<file path="config.mk">
export PLATFORM = sky130hd
export DESIGN_NAME = mac_interface_config_regs
export DESIGN_NICKNAME = d
export VERILOG_FILES = /design/src/mac_cfg_pkg.sv /design/src/fifo_level_tracker.sv /design/src/mac_interface_config_regs.sv
export SDC_FILE = /design/constraint.sdc
export NUM_CORES = 1
export LEC_CHECK = 0
export ABC_AREA = 1
export BUFFER_PORTS_ARGS = -buffer_cell sky130_fd_sc_hd__buf_4
export CORE_UTILIZATION = 46
export DETAILED_ROUTE_END_ITERATION = 10
export GPL_TIMING_DRIVEN = 1
export PLACE_DENSITY_LB_ADDON = 0.08
export SYNTH_ARGS = -nofsm -noshare
export SYNTH_HDL_FRONTEND = slang
export SYNTH_SLANG_ARGS = --single-unit
</file>
<file path="constraint.sdc">
create_clock -name REF_CLK -period 3.7 [get_ports REF_CLK]
set_input_delay 0.74 -clock REF_CLK [delete_from_list [all_inputs] [get_ports REF_CLK]]
set_output_delay 0.74 -clock REF_CLK [all_outputs]
set_load 0.05 [all_outputs]
</file>
<file path="src/mac_cfg_pkg.sv">
// Package of the MAC-side interface configuration block: register
// indexes, field positions, reset values, timing counts and state codes.
// Assumes a 100 MHz core clock and an APB slave with 32-bit data.
package mac_cfg_pkg;

  ////////////////////////////////////////////////////////////////////////
  // Timing
  localparam int unsigned CLK_HZ = 100_000_000;
  localparam int unsigned RMII_FAST_HZ = 50_000_000;
  localparam int unsigned RMII_SLOW_HZ = 5_000_000;
  localparam logic [4:0] FAST_DIV = 5'(CLK_HZ / RMII_FAST_HZ);
  localparam logic [4:0] SLOW_DIV = 5'(CLK_HZ / RMII_SLOW_HZ);

  ////////////////////////////////////////////////////////////////////////
  // Register indexes; byte address is four times the index
  localparam int ADDR_W = 10;
  localparam logic [7:0] IDX_CFG_ONE = 8'h17;
  localparam logic [7:0] IDX_CFG_TWO = 8'h18;
  localparam logic [7:0] IDX_STRAP = 8'h19;
  localparam logic [7:0] IDX_INT_STATUS = 8'h1a;
  localparam logic [7:0] IDX_INT_MASK = 8'h1b;

  ////////////////////////////////////////////////////////////////////////
  // Reset values and writable masks
  localparam logic [15:0] CFG_ONE_RST = 16'h4001;
  localparam logic [15:0] CFG_TWO_RST = 16'h0003;
  localparam logic [15:0] STRAP_RST = 16'h0000;
  localparam logic [15:0] CFG_ONE_WMASK = 16'hfbf3;
  localparam logic [15:0] CFG_TWO_WMASK = 16'h0c3f;

  ////////////////////////////////////////////////////////////////////////
  // Field positions, first configuration register
  localparam int B_RX_SHIFT = 12;
  localparam int B_TX_SHIFT = 11;
  localparam int B_RGMII_EN = 9;
  localparam int B_REF_50 = 7;
  localparam int B_SLOW = 6;
  localparam int B_RMII_MODE = 5;
  localparam int B_LEGACY_REV = 4;
  localparam int B_OVF = 3;
  localparam int B_UNF = 2;
  localparam int B_ELAST_HI = 1;
  // Field positions, second configuration register and strap register
  localparam int B_CV_SEL = 10;
  localparam int B_AEMPTY = 9;
  localparam int B_AFULL = 8;
  localparam int B_TXER_SUP = 3;
  localparam int B_THR_HI = 2;
  localparam int B_STRAP_HI = 4;

  ////////////////////////////////////////////////////////////////////////
  // Elastic tolerance settings and transmit FIFO depth
  localparam logic [4:0] TOL_SEL0 = 5'd14;
  localparam logic [4:0] TOL_SEL1 = 5'd2;
  localparam logic [4:0] TOL_SEL2 = 5'd6;
  localparam logic [4:0] TOL_SEL3 = 5'd10;
  localparam logic [4:0] TX_FIFO_DEPTH = 5'd8;

  ////////////////////////////////////////////////////////////////////////
  // Interrupt event bits and synchroniser width
  localparam int NUM_EV = 4;
  localparam int EV_OVF = 0;
  localparam int EV_UNF = 1;
  localparam int EV_AEMPTY = 2;
  localparam int EV_AFULL = 3;
  localparam int SYNC_W = 4;

  typedef enum logic [1:0] {
    DV_IDLE = 2'b00,
    DV_CARRIER = 2'b01,
    DV_DRAIN = 2'b10
  } dv_state_t;

endpackage

</file>
<file path="src/fifo_level_tracker.sv">
// Occupancy tracker for a rate-matching FIFO: counts pushes and pops,
// starts draining at a start level and flags overflow and underflow.
// Assumes push and pop are one-cycle pulses on the same clock.
`timescale 1ns/1ps
module fifo_level_tracker
  import mac_cfg_pkg::*;
(
  input wire logic clk,             // Core clock
  input wire logic arst_n,          // Asynchronous reset, active low
  input wire logic enable,          // Tracker in use
  input wire logic frame,           // Frame in progress
  input wire logic push,            // Write one entry
  input wire logic pop_req,         // Read slot
  input wire logic [4:0] limit,     // Capacity
  input wire logic [4:0] start,     // Level that starts draining
  output logic [4:0] level,         // Current occupancy
  output logic overflow,            // Push refused, one cycle
  output logic underflow            // Pop with nothing stored, one cycle
);

  logic draining;
  wire do_pop = pop_req && draining && (level != 5'h00);
  wire do_push = push && ((level < limit) || do_pop);
  wire next_over = enable && push && !do_push;
  wire next_under = enable && pop_req && draining && frame && (level == 5'h00);

  ////////////////////////////////////////////////////////////////////////
  // Level counter; a disabled tracker forgets its contents
  always_ff @(posedge clk or negedge arst_n) begin
    if (!arst_n) begin
      level <= 5'h00;
    end else if (!enable) begin
      level <= 5'h00;
    end else if (do_push && !do_pop) begin
      level <= level + 5'h01;
    end else if (do_pop && !do_push) begin
      level <= level - 5'h01;
    end
  end

  // Drain starts at the start level, ends once empty after the frame
  always_ff @(posedge clk or negedge arst_n) begin
    if (!arst_n) begin
      draining <= 1'b0;
    end else if (!enable) begin
      draining <= 1'b0;
    end else if (level >= start) begin
      draining <= 1'b1;
    end else if (!frame && level == 5'h00) begin
      draining <= 1'b0;
    end
  end

  // Error pulses
  always_ff @(posedge clk or negedge arst_n) begin
    if (!arst_n) begin
      overflow <= 1'b0;
      underflow <= 1'b0;
    end else begin
      overflow <= next_over;
      underflow <= next_under;
    end
  end

endmodule

</file>
<file path="src/mac_interface_config_regs.sv">
// MAC-side interface configuration and status registers behind APB,
// with the carrier/data-valid generator, RMII clock divider, transmit
// error filter and the two FIFO trackers that raise the error flags.
// Assumes LINK_CLK and MAC transmit pins come from outside the clock
// domain; core carrier and data valid come from logic on REF_CLK.
`timescale 1ns/1ps
module mac_interface_config_regs
  import mac_cfg_pkg::*;
(
  input wire logic REF_CLK,                // Core clock, 100 MHz
  input wire logic ARST_N,                 // Asynchronous reset, active low
  input wire logic PSEL,                   // APB select
  input wire logic PENABLE,                // APB access phase
  input wire logic PWRITE,                 // APB write
  input wire logic [ADDR_W-1:0] PADDR,     // APB byte address
  input wire logic [31:0] PWDATA,          // APB write data
  output logic [31:0] PRDATA,              // APB read data
  output logic PREADY,                     // APB ready, no wait states
  output logic PSLVERR,                    // APB error on unmapped address
  input wire logic LINK_CLK,               // MAC-side link clock
  input wire logic MAC_TX_EN,              // MAC transmit enable
  input wire logic MAC_TX_ER,              // MAC transmit error
  input wire logic FULL_DUPLEX,            // Link is full duplex
  input wire logic CORE_CRS,               // Carrier sense from receiver
  input wire logic CORE_RX_DV,             // Receive data valid from receiver
  input wire logic [4:0] STRAP_PHY_ADDR,   // Address strap pins
  output logic RGMII_EN,                   // RGMII selected
  output logic RGMII_RX_CLK_SHIFT,         // Receive clock delayed
  output logic RGMII_TX_CLK_SHIFT,         // Transmit clock taken as delayed
  output logic RMII_SEL,                   // RMII in use
  output logic MII_SEL,                    // MII in use
  output logic REF_CLK_50_SEL,             // Reference input is 50 MHz
  output logic RMII_CLK_OUT,               // RMII master reference clock
  output logic CRS_DV_OUT,                 // Combined carrier/data valid
  output logic TX_ER_OUT,                  // Filtered transmit error
  output logic IRQ                         // Interrupt, active high level
);

  ////////////////////////////////////////////////////////////////////////
  // Decoding helpers
  function automatic logic reg_hit(input logic [ADDR_W-1:0] addr, input logic [7:0] idx);
    reg_hit = (addr == {idx, 2'b00});
  endfunction

  function automatic logic [4:0] tolerance(input logic [1:0] sel);
    case (sel)
      2'b00: tolerance = TOL_SEL0;
      2'b01: tolerance = TOL_SEL1;
      2'b10: tolerance = TOL_SEL2;
      default: tolerance = TOL_SEL3;
    endcase
  endfunction

  logic [15:0] cfg_one;
  logic [15:0] cfg_two;
  logic [4:0] strapped_address;
  logic [NUM_EV-1:0] int_status;
  logic [NUM_EV-1:0] int_mask;
  logic tx_fifo_almost_empty_error;
  logic tx_fifo_almost_full_error;
  dv_state_t state;
  dv_state_t next_state;
  logic dv_toggle;
  logic [4:0] div_cnt;
  logic [1:0] strap_wait;
  logic rmii_ovf;
  logic rmii_unf;
  logic tx_aempty;
  logic tx_afull;
  logic link_prev;
  logic [SYNC_W-1:0] sync_a;
  logic [SYNC_W-1:0] sync_b;

  ////////////////////////////////////////////////////////////////////////
  // Two-flop synchronisers for pins from the MAC side
  wire [SYNC_W-1:0] pins_in = {FULL_DUPLEX, MAC_TX_ER, MAC_TX_EN, LINK_CLK};
  genvar gi;
  generate
    for (gi = 0; gi < SYNC_W; gi++) begin : g_sync
      always_ff @(posedge REF_CLK or negedge ARST_N) begin
        if (!ARST_N) begin
          sync_a[gi] <= 1'b0;
          sync_b[gi] <= 1'b0;
        end else begin
          sync_a[gi] <= pins_in[gi];
          sync_b[gi] <= sync_a[gi];
        end
      end
    end
  endgenerate

  wire link_s = sync_b[0];
  wire tx_en_s = sync_b[1];
  wire tx_er_s = sync_b[2];
  wire fd_s = sync_b[3];
  wire link_tick = link_s && !link_prev;

  ////////////////////////////////////////////////////////////////////////
  // APB decode
  wire hit_one = reg_hit(PADDR, IDX_CFG_ONE);
  wire hit_two = reg_hit(PADDR, IDX_CFG_TWO);
  wire hit_strap = reg_hit(PADDR, IDX_STRAP);
  wire hit_stat = reg_hit(PADDR, IDX_INT_STATUS);
  wire hit_mask = reg_hit(PADDR, IDX_INT_MASK);
  wire hit_any = hit_one || hit_two || hit_strap || hit_stat || hit_mask;
  wire access = PSEL && PENABLE;
  wire wr_en = access && PWRITE;
  wire wr_one = wr_en && hit_one;
  wire wr_two = wr_en && hit_two;
  wire [NUM_EV-1:0] w1c = (wr_en && hit_stat) ? PWDATA[NUM_EV-1:0] : '0;
  assign PREADY = 1'b1;
  assign PSLVERR = access && !hit_any;

  // Readback views; reserved bits read zero
  wire [15:0] view_one = cfg_one;
  wire [15:0] view_two = {cfg_two[15:10], tx_fifo_almost_empty_error,
                          tx_fifo_almost_full_error, cfg_two[7:0]};
  wire [31:0] rd_mux = hit_one ? {16'h0000, view_one} :
                       hit_two ? {16'h0000, view_two} :
                       hit_strap ? {27'h0000000, strapped_address} :
                       hit_stat ? {28'h0000000, int_status} :
                       hit_mask ? {28'h0000000, int_mask} : 32'h00000000;

  // Read data latched in the setup phase so it comes from a flop
  always_ff @(posedge REF_CLK or negedge ARST_N) begin
    if (!ARST_N) begin
      PRDATA <= 32'h00000000;
    end else if (PSEL && !PENABLE && !PWRITE) begin
      PRDATA <= rd_mux;
    end
  end

  ////////////////////////////////////////////////////////////////////////
  // Configuration registers; sticky flags clear on a zero write unless an event sets them in the same cycle
  wire clr_ovf = wr_one && !PWDATA[B_OVF];
  wire clr_unf = wr_one && !PWDATA[B_UNF];
  wire next_ovf = rmii_ovf || (cfg_one[B_OVF] && !clr_ovf);
  wire next_unf = rmii_unf || (cfg_one[B_UNF] && !clr_unf);
  wire [15:0] one_keep = cfg_one & CFG_ONE_WMASK;
  wire [15:0] one_new = wr_one ? (PWDATA[15:0] & CFG_ONE_WMASK) : one_keep;
  wire [15:0] two_new = wr_two ? (PWDATA[15:0] & CFG_TWO_WMASK) : (cfg_two & CFG_TWO_WMASK);

  always_ff @(posedge REF_CLK or negedge ARST_N) begin
    if (!ARST_N) begin
      cfg_one <= CFG_ONE_RST;
      cfg_two <= CFG_TWO_RST;
    end else begin
      cfg_one <= {one_new[15:4], next_ovf, next_unf, one_new[1:0]};
      cfg_two <= two_new;
    end
  end

  // Transmit FIFO error bits stay until RGMII is turned off
  always_ff @(posedge REF_CLK or negedge ARST_N) begin
    if (!ARST_N) begin
      tx_fifo_almost_empty_error <= 1'b0;
      tx_fifo_almost_full_error <= 1'b0;
    end else begin
      tx_fifo_almost_empty_error <= tx_aempty || (tx_fifo_almost_empty_error && RGMII_EN);
      tx_fifo_almost_full_error <= tx_afull || (tx_fifo_almost_full_error && RGMII_EN);
    end
  end

  // Strap caught once the synchronised pins have settled after reset
  always_ff @(posedge REF_CLK or negedge ARST_N) begin
    if (!ARST_N) begin
      strap_wait <= 2'b00;
      strapped_address <= STRAP_RST[B_STRAP_HI:0];
    end else if (strap_wait != 2'b11) begin
      strap_wait <= strap_wait + 2'b01;
      if (strap_wait == 2'b10) begin
        strapped_address <= STRAP_PHY_ADDR;
      end
    end
  end

  ////////////////////////////////////////////////////////////////////////
  // Interrupt status, set wins over the clear
  wire [NUM_EV-1:0] events = {tx_afull, tx_aempty, rmii_unf, rmii_ovf};
  always_ff @(posedge REF_CLK or negedge ARST_N) begin
    if (!ARST_N) begin
      int_status <= '0;
      int_mask <= '0;
    end else begin
      int_status <= events | (int_status & ~w1c);
      if (wr_en && hit_mask) begin
        int_mask <= PWDATA[NUM_EV-1:0];
      end
    end
  end
  assign IRQ = |(int_status & int_mask);

  ////////////////////////////////////////////////////////////////////////
  // Mode outputs
  assign RGMII_EN = cfg_one[B_RGMII_EN];
  assign RGMII_RX_CLK_SHIFT = cfg_one[B_RX_SHIFT];
  assign RGMII_TX_CLK_SHIFT = cfg_one[B_TX_SHIFT];
  assign RMII_SEL = !RGMII_EN && cfg_one[B_RMII_MODE];
  assign MII_SEL = !RGMII_EN && !cfg_one[B_RMII_MODE];
  assign REF_CLK_50_SEL = cfg_one[B_REF_50];
  wire slow_mode = cfg_one[B_SLOW];
  wire legacy_revision_select = cfg_one[B_LEGACY_REV];
  wire carrier_valid_output_select = cfg_two[B_CV_SEL];
  wire tx_error_suppress = cfg_two[B_TXER_SUP];
  wire [4:0] tx_sync_fifo_threshold = {2'b00, cfg_two[B_THR_HI:0]};
  wire [4:0] rmii_limit = tolerance(cfg_one[B_ELAST_HI:0]);

  ////////////////////////////////////////////////////////////////////////
  // RMII master clock divider; the count runs on across a mode change and wraps at the new divide
  wire [4:0] cur_div = slow_mode ? SLOW_DIV : FAST_DIV;
  wire local_tick = (div_cnt == 5'h00);
  always_ff @(posedge REF_CLK or negedge ARST_N) begin
    if (!ARST_N) begin
      div_cnt <= 5'h00;
      RMII_CLK_OUT <= 1'b0;
      link_prev <= 1'b0;
    end else begin
      div_cnt <= (div_cnt >= cur_div - 5'h01) ? 5'h00 : div_cnt + 5'h01;
      RMII_CLK_OUT <= (div_cnt < (cur_div >> 1));
      link_prev <= link_s;
    end
  end

  ////////////////////////////////////////////////////////////////////////
  // FIFO trackers: RMII receive elastic buffer and RGMII transmit sync
  fifo_level_tracker u_rmii_elastic (
    .clk(REF_CLK),
    .arst_n(ARST_N),
    .enable(RMII_SEL),
    .frame(CORE_RX_DV),
    .push(local_tick && CORE_RX_DV),
    .pop_req(link_tick),
    .limit(rmii_limit),
    .start({1'b0, rmii_limit[4:1]}),
    .level(),
    .overflow(rmii_ovf),
    .underflow(rmii_unf)
  );

  fifo_level_tracker u_tx_sync (
    .clk(REF_CLK),
    .arst_n(ARST_N),
    .enable(RGMII_EN),
    .frame(tx_en_s),
    .push(link_tick && tx_en_s),
    .pop_req(local_tick),
    .limit(TX_FIFO_DEPTH),
    .start(tx_sync_fifo_threshold),
    .level(),
    .overflow(tx_afull),
    .underflow(tx_aempty)
  );

  ////////////////////////////////////////////////////////////////////////
  // Carrier/data-valid sequencer
  always_comb begin
    next_state = state;
    case (state)
      DV_IDLE: if (CORE_CRS) next_state = DV_CARRIER;
      DV_CARRIER: begin
        if (!CORE_CRS) next_state = CORE_RX_DV ? DV_DRAIN : DV_IDLE;
      end
      DV_DRAIN: begin
        if (CORE_CRS) next_state = DV_CARRIER;
        else if (!CORE_RX_DV) next_state = DV_IDLE;
      end
      default: next_state = DV_IDLE;
    endcase
  end

  // Legacy toggling follows the RMII clock so the MAC sees whole periods
  wire rev10_level = (state == DV_CARRIER) || ((state == DV_DRAIN) && dv_toggle);
  wire rev12_level = (state != DV_IDLE);
  wire dv_level = legacy_revision_select ? rev10_level : rev12_level;
  wire next_crs_dv = !RMII_SEL ? CORE_RX_DV :
                     carrier_valid_output_select ? CORE_CRS : dv_level;
  wire next_tx_er = tx_er_s && !(tx_error_suppress && fd_s && !tx_en_s);

  always_ff @(posedge REF_CLK or negedge ARST_N) begin
    if (!ARST_N) begin
      state <= DV_IDLE;
      dv_toggle <= 1'b0;
      CRS_DV_OUT <= 1'b0;
      TX_ER_OUT <= 1'b0;
    end else begin
      state <= next_state;
      dv_toggle <= (state == DV_DRAIN) ? (dv_toggle ^ local_tick) : 1'b0;
      CRS_DV_OUT <= next_crs_dv;
      TX_ER_OUT <= next_tx_er;
    end
  end

  logic [4:0] tick_gap;
  logic slow_held;
  always_ff @(posedge REF_CLK or negedge ARST_N) begin
    if (!ARST_N) begin
      tick_gap <= 5'h00;
      slow_held <= 1'b0;
    end else begin
      tick_gap <= local_tick ? 5'h00 : tick_gap + 5'h01;
      slow_held <= slow_mode && (slow_held || local_tick);
    end
  end
endmodule

</file>
# Yosys cells after proc, flatten, opt, wreduce, memory -nomap -nowiden
# Cells that the tools add are included.
# Widths: inputs -> output; s select.
[word_totals]
regBits = 117
latchBits = 0
ram_bits = 0
mem_bits_ro = 0
in_bits = 58
out_inout_bits = 44
elab_cells = 188
mem_count = 0
[op_classes]
addsub = 7
mul = 0
n_div = 0
n_lt_le_gt_ge = 6
eq_ne = 18
shifts = 0
n_mux = 31
n_bitwise = 5
reduce_logical = 87
[op_table]
columns = ["operator", "count"]
rows = [
  ["$eq 10x7->1 const B", 5],
  ["$logic_and 1x1->1", 48],
  ["$mux 5", 9],
  ["$mux 16", 2],
  ["$logic_not 1->1", 17],
  ["$add 5x1->5 const B", 3],
  ["$logic_not 5->1", 3],
  ["$sub 5x1->5 const B", 3],
  ["$mux 4", 3],
  ["$pmux 4 s3", 1],
  ["$logic_or 1x1->1", 11],
  ["$ge 5x3->1", 2],
  ["$lt 5x4->1", 2],
  ["$mux 1", 10],
  ["$mux 2", 5],
  ["$reduce_bool 5->1", 2],
  ["$ne 3x3->1 const B", 3],
  ["$and 4x4->4", 2],
  ["$eq 2x2->1 const B", 3],
  ["$ne 2x2->1 const B", 3],
  ["$ne 3x1->1 const B", 2],
  ["$pmux 2 s3", 1],
  ["$ge 5x5->1", 1],
  ["$lt 5x4->1 const B", 1],
  ["other kinds (10)", 12],
]

# Longest topological paths before layout
# Gate-level depths: netlist (run 1).
[logic_depth]
depth_word = 11
depth_mapped = 15
ltp_nobuf = 15

# Modules after synthesis
# A second synthesis (run 1) with hierarchy kept.
[unflattened]
cells_unflattened = 634
area_unflattened_um2 = 5171.2
[modules_own_cells]
columns = ["module", "instances", "cells_each", "area_each_um2", "seq_area_each_um2"]
rows = [
  ["mac_interface_config_regs", 1, 421, 3606.0, 1906.8],
  ["fifo_level_tracker at u_rmii_elastic", 1, 107, 784.5, 200.2],
  ["fifo_level_tracker at u_tx_sync", 1, 106, 780.7, 200.2],
]

# Worst setup path after synthesis (run 1)
# OpenSTA, ideal clock, no wires.
[synth_timing]
path_kind = "input to output"
startpoint = "input port PADDR[0]"
endpoint = "output port PSLVERR"
arrival_time_ns = 2.051
required_time_ns = 2.960
setup_slack_ns = 0.909
path_stages = 7
path_buffers = 2
cell_sequence = "inv_1 > nand2_1 > nor2_4 > and3_1 > buf_6 > buf_4 > nor2_1"
[synth_via]
elab_chain_cells = 7
elab_cells_between_ends = 11
classes_between = "eq/ne: 5; reduce/logical: 6"
[synth_rtl]
columns = ["element", "line", "source"]
rows = [
  ["start, declared", "mac_interface_config_regs.sv:15", "input wire logic [ADDR_W-1:0] PADDR,"],
  ["$eq 10x7->1", "mac_interface_config_regs.sv:42", "reg_hit = (addr == {idx, 2'b00});"],
  ["$logic_or 1x1->1 (3 in a row)", "mac_interface_config_regs.sv:105", "wire hit_any = hit_one || hit_two || hit_strap || hit_stat || hit_mask;"],
  ["$logic_or 1x1->1 (*)", "mac_interface_config_regs.sv:105", ""],
  ["$logic_not 1->1 (*)", "mac_interface_config_regs.sv:112", "assign PSLVERR = access && !hit_any;"],
  ["$logic_and 1x1->1 (*)", "mac_interface_config_regs.sv:112", ""],
  ["end, declared", "mac_interface_config_regs.sv:19", "output logic PSLVERR,"],
]
# Every way passes the cells marked *; elsewhere a longest branch is shown, timed or not.

# Final worst setup path (run 1)
[layout_timing]
startpoint = "register cfg_one[0]"
endpoint = "register u_rmii_elastic.level[4]"
[layout_via]
elab_chain_cells = 8
elab_cells_between_ends = 13
classes_between = "order compare: 1; eq/ne: 3; mux: 3; reduce/logical: 6"
[layout_rtl]
columns = ["element", "line", "source"]
rows = [
  ["start, declared", "mac_interface_config_regs.sv:54", "logic [15:0] cfg_one;"],
  ["start signal, assigned", "mac_interface_config_regs.sv:148", "cfg_one <= {one_new[15:4], next_ovf, next_unf, one_new[1:0]};"],
  ["$eq 2x2->1 (tied with other cells)", "mac_interface_config_regs.sv:46", "case (sel)"],
  ["$pmux 4 s3 (*)", "mac_interface_config_regs.sv:46", ""],
  ["$lt 5x4->1 (*)", "fifo_level_tracker.sv:23", "wire do_push = push && ((level < limit) || do_pop);"],
  ["$logic_or 1x1->1 (*)", "fifo_level_tracker.sv:23", ""],
  ["$logic_and 1x1->1 (*)", "fifo_level_tracker.sv:23", ""],
  ["$logic_not 1->1 / $logic_and 1x1->1 (equally long branches)", "fifo_level_tracker.sv:36, fifo_level_tracker.sv:34", ""],
  ["$logic_and 1x1->1 / $mux 5 (equally long branches)", "fifo_level_tracker.sv:36, fifo_level_tracker.sv:34", ""],
  ["$ne 3x3->1 (no line) / $mux 5 (equally long branches)", "n/a", ""],
  ["end signal, assigned", "fifo_level_tracker.sv:35", "level <= level + 5'h01;"],
  ["end signal, assigned", "fifo_level_tracker.sv:37", "level <= level - 5'h01;"],
  ["end, declared", "fifo_level_tracker.sv:16", "output logic [4:0] level,"],
]
# Marks and branches as above.
# A chain may end at the register's enable or synchronous reset.

==> metrics.txt, run 1 <==
outcome finished clean; Hold Path Stages 0; Tmin final 2.94 ns; Slowest-stage cell, CP dfstp_2; die area 10700 um2; Max Freq 340 MHz; final worst slack 0.758 ns; vias in the first global route 3488; post-layout util 0.555; final hold slack 0.356 ns; Root Driver clkbuf_8; antenna diode count 0; r2r setup slk 0.76 ns; hold buffers post-CTS 0; fin. max-slew vios 0; crit path DAT 3.25 ns; number of buffers created by CTS 9; final wirelength 9990 um; Ys Warns 0; row cnt 36; relative slew slack 0.495; CP Launch Type flip-flop; DRT Pass-1 Iters 4; initial core utilization 0.480; worst reg2reg path endpoint u_rmii_elastic.level[4]; largest stage delay on the critical path 0.55 ns; top-level port count 102; initial antenna violation count 0; R2R depth 13; IO Port Bufs 68; Routed wire per std cell 13.2 um; Min-Delay Path Class reg2reg; Nets 701; Worst VDD drop 0.251 mV; Final GP Congestion 0.812; Most common cell on crit path nand2_1; layout cells sized above 1 0.188; Post CTS Setup Buffer Count 0; CP max FO 8; post-DP HPWL 7330 um; CTS sink count 92; Critical R2R Launch cfg_one[0]; TritonCTS clock tree yes; FILL cells 940; hold worst-path end tx_en_s; total power 2.47 mW; Starting DRT DRC Count 122; DRC 0; Fin. Hold Viols 0; Mean Syn Cell Area 8.62 um2; average vias per placed instance 4.93; post-synthesis sequential area ratio 0.488; global route overflow 0; pre-CTS WS 0.749 ns; deepest clock path buffer count 2; first-pass GRT wire length 16400 um; crit path capture type flip-flop; #FFs+latches synth 92; Leak 2.83 nW; height of the die 103 um; Power Density 452 nW/um2; post-route ant nets 0; Sum Neg Setup Slack 0 ns; Final period util 0.795; post-synthesis cell area 4730 um2; post-synth cell types 42; post-route clock skew 0.0126 ns; via count 3729; Worst-Margin Slew 0.757 ns; RSZ-0062 raised after global routing no; Setup Crit Path Kind reg2reg; largest net degree at the start of global routing 60; ordered list of cells on the worst path inv_1 -> ha_1 -> ha_1 -> or2_0 -> a21oi_1 -> nand3_1 -> fa_1 -> nand3_1 -> nand2_1 -> xnor2_1 -> xnor2_1 -> nand2_1 -> nand2_1; Layout area overhead 15.8%; Die X 103 um; htree depth 3; Core Area 9860 um2; Req. time, crit path 4.01 ns; Total GRT Usage 0.201; hold path startpoint sync_a[1]; Post-Syn Instances 549; post-CTS resize count 0; Worst-Skew Late Latency 0.36 ns; CTS clk-pin slew, worst paths 0.10 ns; Setup violations, final 0; Max Cap Viol 0
worst max-delay path, delay by kind of cell, from the launching register on:
family	cells	cell delay, ns
flip-flops	1	0.55
AO/OA/AOI/OAI	1	0.15
buffers and inverters	1	0.06
AND/OR/NAND/NOR	6	0.79
XOR/XNOR	2	0.31
adder cells (fa/ha/maj)	3	1.03
sequential cells by signal, summed over array words and instances, names as in the netlist, 2 cells and up:
name                  cells
sync_a                    4
cfg_two                   8
strapped_address          5
u_tx_sync.level           5
strap_wait                2
state                     2
int_mask                  4
cfg_one                  15
PRDATA                   16
int_status                4
u_rmii_elastic.level      5
div_cnt                   5
metrics by stage:
stage               cell area (um2)  std cells
floorplan                      4790        564
global placement               5280        740
detailed placement             5280        740
CTS                            5480        756
global route                   5480        756
finish                         5480        756
kinds of logic (layout without fill, tap and decap cells):
| logic type | after synthesis | in the layout | share of synthesized area |
|---|---|---|---|
| mux | 1 | 1 | 0.00238 |
| flops | 92 | 92 | 0.488 |
| simple gates | 263 | 263 | 0.243 |
| other cells | 2 | 17 | 0.00159 |
| xor+xnor | 8 | 8 | 0.0148 |
| compound gates | 66 | 66 | 0.0852 |
| buf+inv | 92 | 151 | 0.0963 |
| fa+ha+maj | 25 | 25 | 0.0693 |
per-layer routing:
layer | GRT usage | wire, um
met1 | 0.259 | 4710
met2 | 0.348 | 4760
met3 | 0.0269 | 354
met4 | 0.0661 | 171
met5 | 0 | 0
cell usage after synthesis:
master	n	share of area
dfrtp_1	88	0.47
nand4_1	11	0.015
nor2_2	2	0.0026
nand2_1	145	0.12
buf_6	3	0.0071
conb_1	2	0.0016
nor4_1	2	0.0026
nor3_1	4	0.0042
a31oi_1	3	0.0040
inv_1	60	0.048
a21oi_4	1	0.0034
a21o_1	2	0.0032
inv_2	3	0.0024
nand2_4	1	0.0024
o211ai_1	2	0.0032
nand3_2	1	0.0021
xnor2_1	3	0.0056
buf_8	1	0.0032
nand2_2	4	0.0053
a211oi_1	2	0.0032
xor2_1	5	0.0093
buf_2	4	0.0042
fa_1	2	0.0085
and3_1	1	0.0013
a22oi_1	1	0.0016
mux2_2	1	0.0024
or2_0	1	0.0013
clkbuf_1	2	0.0016
nand3_1	45	0.048
nor3b_1	1	0.0016
nor2_4	4	0.0095
ha_1	23	0.061
o21ai_2	3	0.0056
o21ai_0	33	0.035
nor2_1	41	0.033
dfstp_2	4	0.022
buf_4	19	0.030
a21oi_2	3	0.0056
a21oi_1	8	0.0085
o31ai_2	1	0.0026
o21ai_1	3	0.0032
o21a_1	4	0.0063
final cells by class:
class / instances / area, um2 / share of cell area
clock buffer: 9 / 124 / 0.0226
clock inverter: 7 / 75.1 / 0.0137
inverter: 63 / 236 / 0.0432
multi-input combinational: 380 / 2030 / 0.370
sequential: 92 / 2310 / 0.421
tap: 133 / 166 / 0.0304
timing repair buffer: 72 / 541 / 0.0987
power breakdown:
part / switching (mW) / leakage [nW] / internal (mW) / total, mW
Sequential: 0.0827 / 1.14 / 1.09 / 1.17
Clock: 0.378 / 0.0918 / 0.315 / 0.693
Combinational: 0.385 / 1.60 / 0.223 / 0.608
Total: 0.845 / 2.83 / 1.63 / 2.47
layout by cell type, fill, tap and decap left out, types with 2 or more instances in the layout:
master,Yosys,layout
a31oi_1,3,3
fa_1,2,2
clkbuf_8,0,9
o211ai_1,2,2
nor3_1,4,3
nor2_4,4,4
dfrtp_1,88,88
dfstp_2,4,4
xor2_1,5,5
nand2_2,4,4
a21o_1,2,2
nand4_1,11,11
a21oi_2,3,3
a21oi_1,8,8
nand2_1,145,145
a211oi_1,2,2
nor2_2,2,2
o21ai_1,3,3
nor2_1,41,41
o21ai_2,3,3
ha_1,23,23
clkinvlp_4,0,3
conb_1,2,17
buf_4,19,72
nor4_1,2,2
inv_2,3,3
nand3_1,45,45
xnor2_1,3,3
o21a_1,4,4
o21ai_0,33,33
inv_1,60,60
worst max path at each step:
stage                     startpoint                       to  depth (start not counted)  slack [ns]
final                     cfg_one[0]  u_rmii_elastic.level[4]                         13        0.76
after global routing      cfg_one[0]  u_rmii_elastic.level[4]                         15        0.47
after CTS                 cfg_one[0]  u_rmii_elastic.level[4]                         13        0.73
after detailed placement  cfg_one[0]  u_rmii_elastic.level[4]                         15        0.75
after global placement    cfg_one[0]  u_rmii_elastic.level[4]                         15        0.82
after floorplan             PADDR[0]                  PSLVERR                          7        0.91
Note: power is estimated with default switching activity, not from simulation.
==> run 2: changes to the inputs <==
Clock period 3.7 ns to 2.85 ns, I/O delays scaled along.
==> run 2 against run 1 <==
Sequential power rose by 30%. Clock-buffer cell count rose by 2. Die area did not move. Wire length increased by 4.0%. Design area grew 2.4%. Cell count grew 0.66%. Register-to-register slack got worse by 0.59 ns. Utilization increased by 1.4 points. Via count up 0.88%.
==> metrics.txt, run 2 (synthesized netlist as in run 1, its figures left out) <==
outcome finished clean; TritonCTS clock tree yes; IO Port Bufs 68; relative slew slack 0.654; Min-Delay Path Class in2async; post-layout util 0.569; crit path capture type flip-flop; Sum Neg Setup Slack 0 ns; height of the die 103 um; CTS clk-pin slew, worst paths 0.09 ns; initial core utilization 0.480; Final period util 0.942; Max Cap Viol 0; Leak 2.87 nW; Final GP Congestion 0.799; Largest register FFs 16; most frequent cells in the layout nand2_1, dfrtp_1, buf_4; initial antenna violation count 0; via count 3762; fin. max-slew vios 0; vias in the first global route 3474; post-DP HPWL 7550 um; global route overflow 0; final wirelength 10400 um; layout cells sized above 1 0.212; post-route ant nets 0; row cnt 36; CTS sink count 92; FILL cells 916; commonest non-fill, non-tap cell in the layout nand2_1; Die X 103 um; Largest regs PRDATA: 16 flops, cfg_one: 15 flops, cfg_two: 8 flops; hold buffers post-CTS 0; Total GRT Usage 0.208; Max Freq 372 MHz; average vias per placed instance 4.94; CP max FO 4; Core Area 9860 um2; Fin. Hold Viols 0; Worst-Margin Slew 0.518 ns; first-pass GRT wire length 16600 um; Worst-Skew Late Latency 0.37 ns; top-level port count 102; post-route clock skew 0.0104 ns; die area 10700 um2; Layout area overhead 18.6%; pre-CTS WS 0.0175 ns; Top reg by flops PRDATA; antenna diode count 0; deepest clock path buffer count 2; Req. time, crit path 3.11 ns; final worst slack 0.165 ns; Nets 706; CP Launch Type flip-flop; Worst VDD drop 0.301 mV; final instance area 5610 um2; Setup Crit Path Kind reg2reg; largest net degree at the start of global routing 55; Tmin final 2.69 ns; r2r setup slk 0.16 ns; Starting DRT DRC Count 120; Setup violations, final 0; Placement Cell Area 5310 um2; number of buffers created by CTS 9; DRT Pass-1 Iters 6; Root Driver clkbuf_8; crit path DAT 2.95 ns; Routed wire per std cell 13.7 um; htree depth 3; DRC 0; Power Density 580 nW/um2
## run 2: cell types whose count changed in the layout (fill, tap and decap cells not counted), sizes merged
cell / before / now
inv: 64 / 65
clkinv: 2 / 1
buf: 72 / 77
clkinvlp: 3 / 1
clkbuf: 9 / 11
## run 2: critical path: stages, from the launching register on
cell,delay [ns]
dfstp_2,0.56
inv_2,0.05
ha_1,0.20
nor2_2,0.11
ha_1,0.23
nand2_1,0.06
nand2_1,0.06
a21oi_2,0.23
nand3_4,0.14
fa_2,0.39
nand3_2,0.09
nand2_2,0.07
xnor2_2,0.14
xnor2_1,0.13
nand2_1,0.07
nand2_1,0.05
## run 2: path summary, 6_finish.rpt
path | from | to | cells past startpoint
worst max register to register | cfg_one[0] | u_rmii_elastic.level[4] | 15
max in group asynchronous | ARST_N | cfg_two[0] | 2
worst min register to register | sync_a[1] | tx_en_s | 0
min in group REF_CLK | LINK_CLK | sync_a[0] | 1
worst max-delay path | cfg_one[0] | u_rmii_elastic.level[4] | 15
worst min-delay path | ARST_N | strapped_address[3] | 1
## run 2: per-layer routing
layer | wire (um) | vias up | global-route usage
met5 | 0 | - | 0
met4 | 195 | 0 | 0.0943
met3 | 410 | 13 | 0.0249
met2 | 4960 | 88 | 0.338
met1 | 4820 | 1781 | 0.281
li1 | - | 1880 | -
## run 2: report_power, final
part           internal (mW)  switching [mW]
registers               1.42           0.107
logic                  0.310           0.506
clock network          0.435           0.481
total                   2.16            1.09
## run 2: area by class of cell
cell class                      count  area [um2]  share of cell area
Tap cell                          133         166              0.0296
Timing Repair Buffer               77         594               0.106
Multi-Input combinational cell    380        2110               0.375
Sequential cell                    92        2310               0.411
Inverter                           63         236              0.0421
Clock buffer                       11         141              0.0252
Clock inverter                      5        60.1              0.0107
## run 2: per-stage QoR
step | power, mW | hold WS (ns) | cells
2_1_floorplan | 2.13 | 0.274 | 564
3_3_place_gp | 2.32 | 0.332 | 742
3_5_place_dp | 2.35 | 0.335 | 742
4_1_cts | 3.28 | 0.175 | 758
5_1_grt | 3.47 | 0.198 | 761
6_report | 3.26 | 0.163 | 761
## run 2: repair_timing
| action | CTS | global route |
|---|---|---|
| gates resized for setup | 1 | 13 |
| setup endpoints to repair | 1 | 2 |
| buffers inserted | 0 | 3 |
| pin swaps | 0 | 4 |
| cloned | 0 | 0 |
| hold endpoints to repair | 0 | 0 |
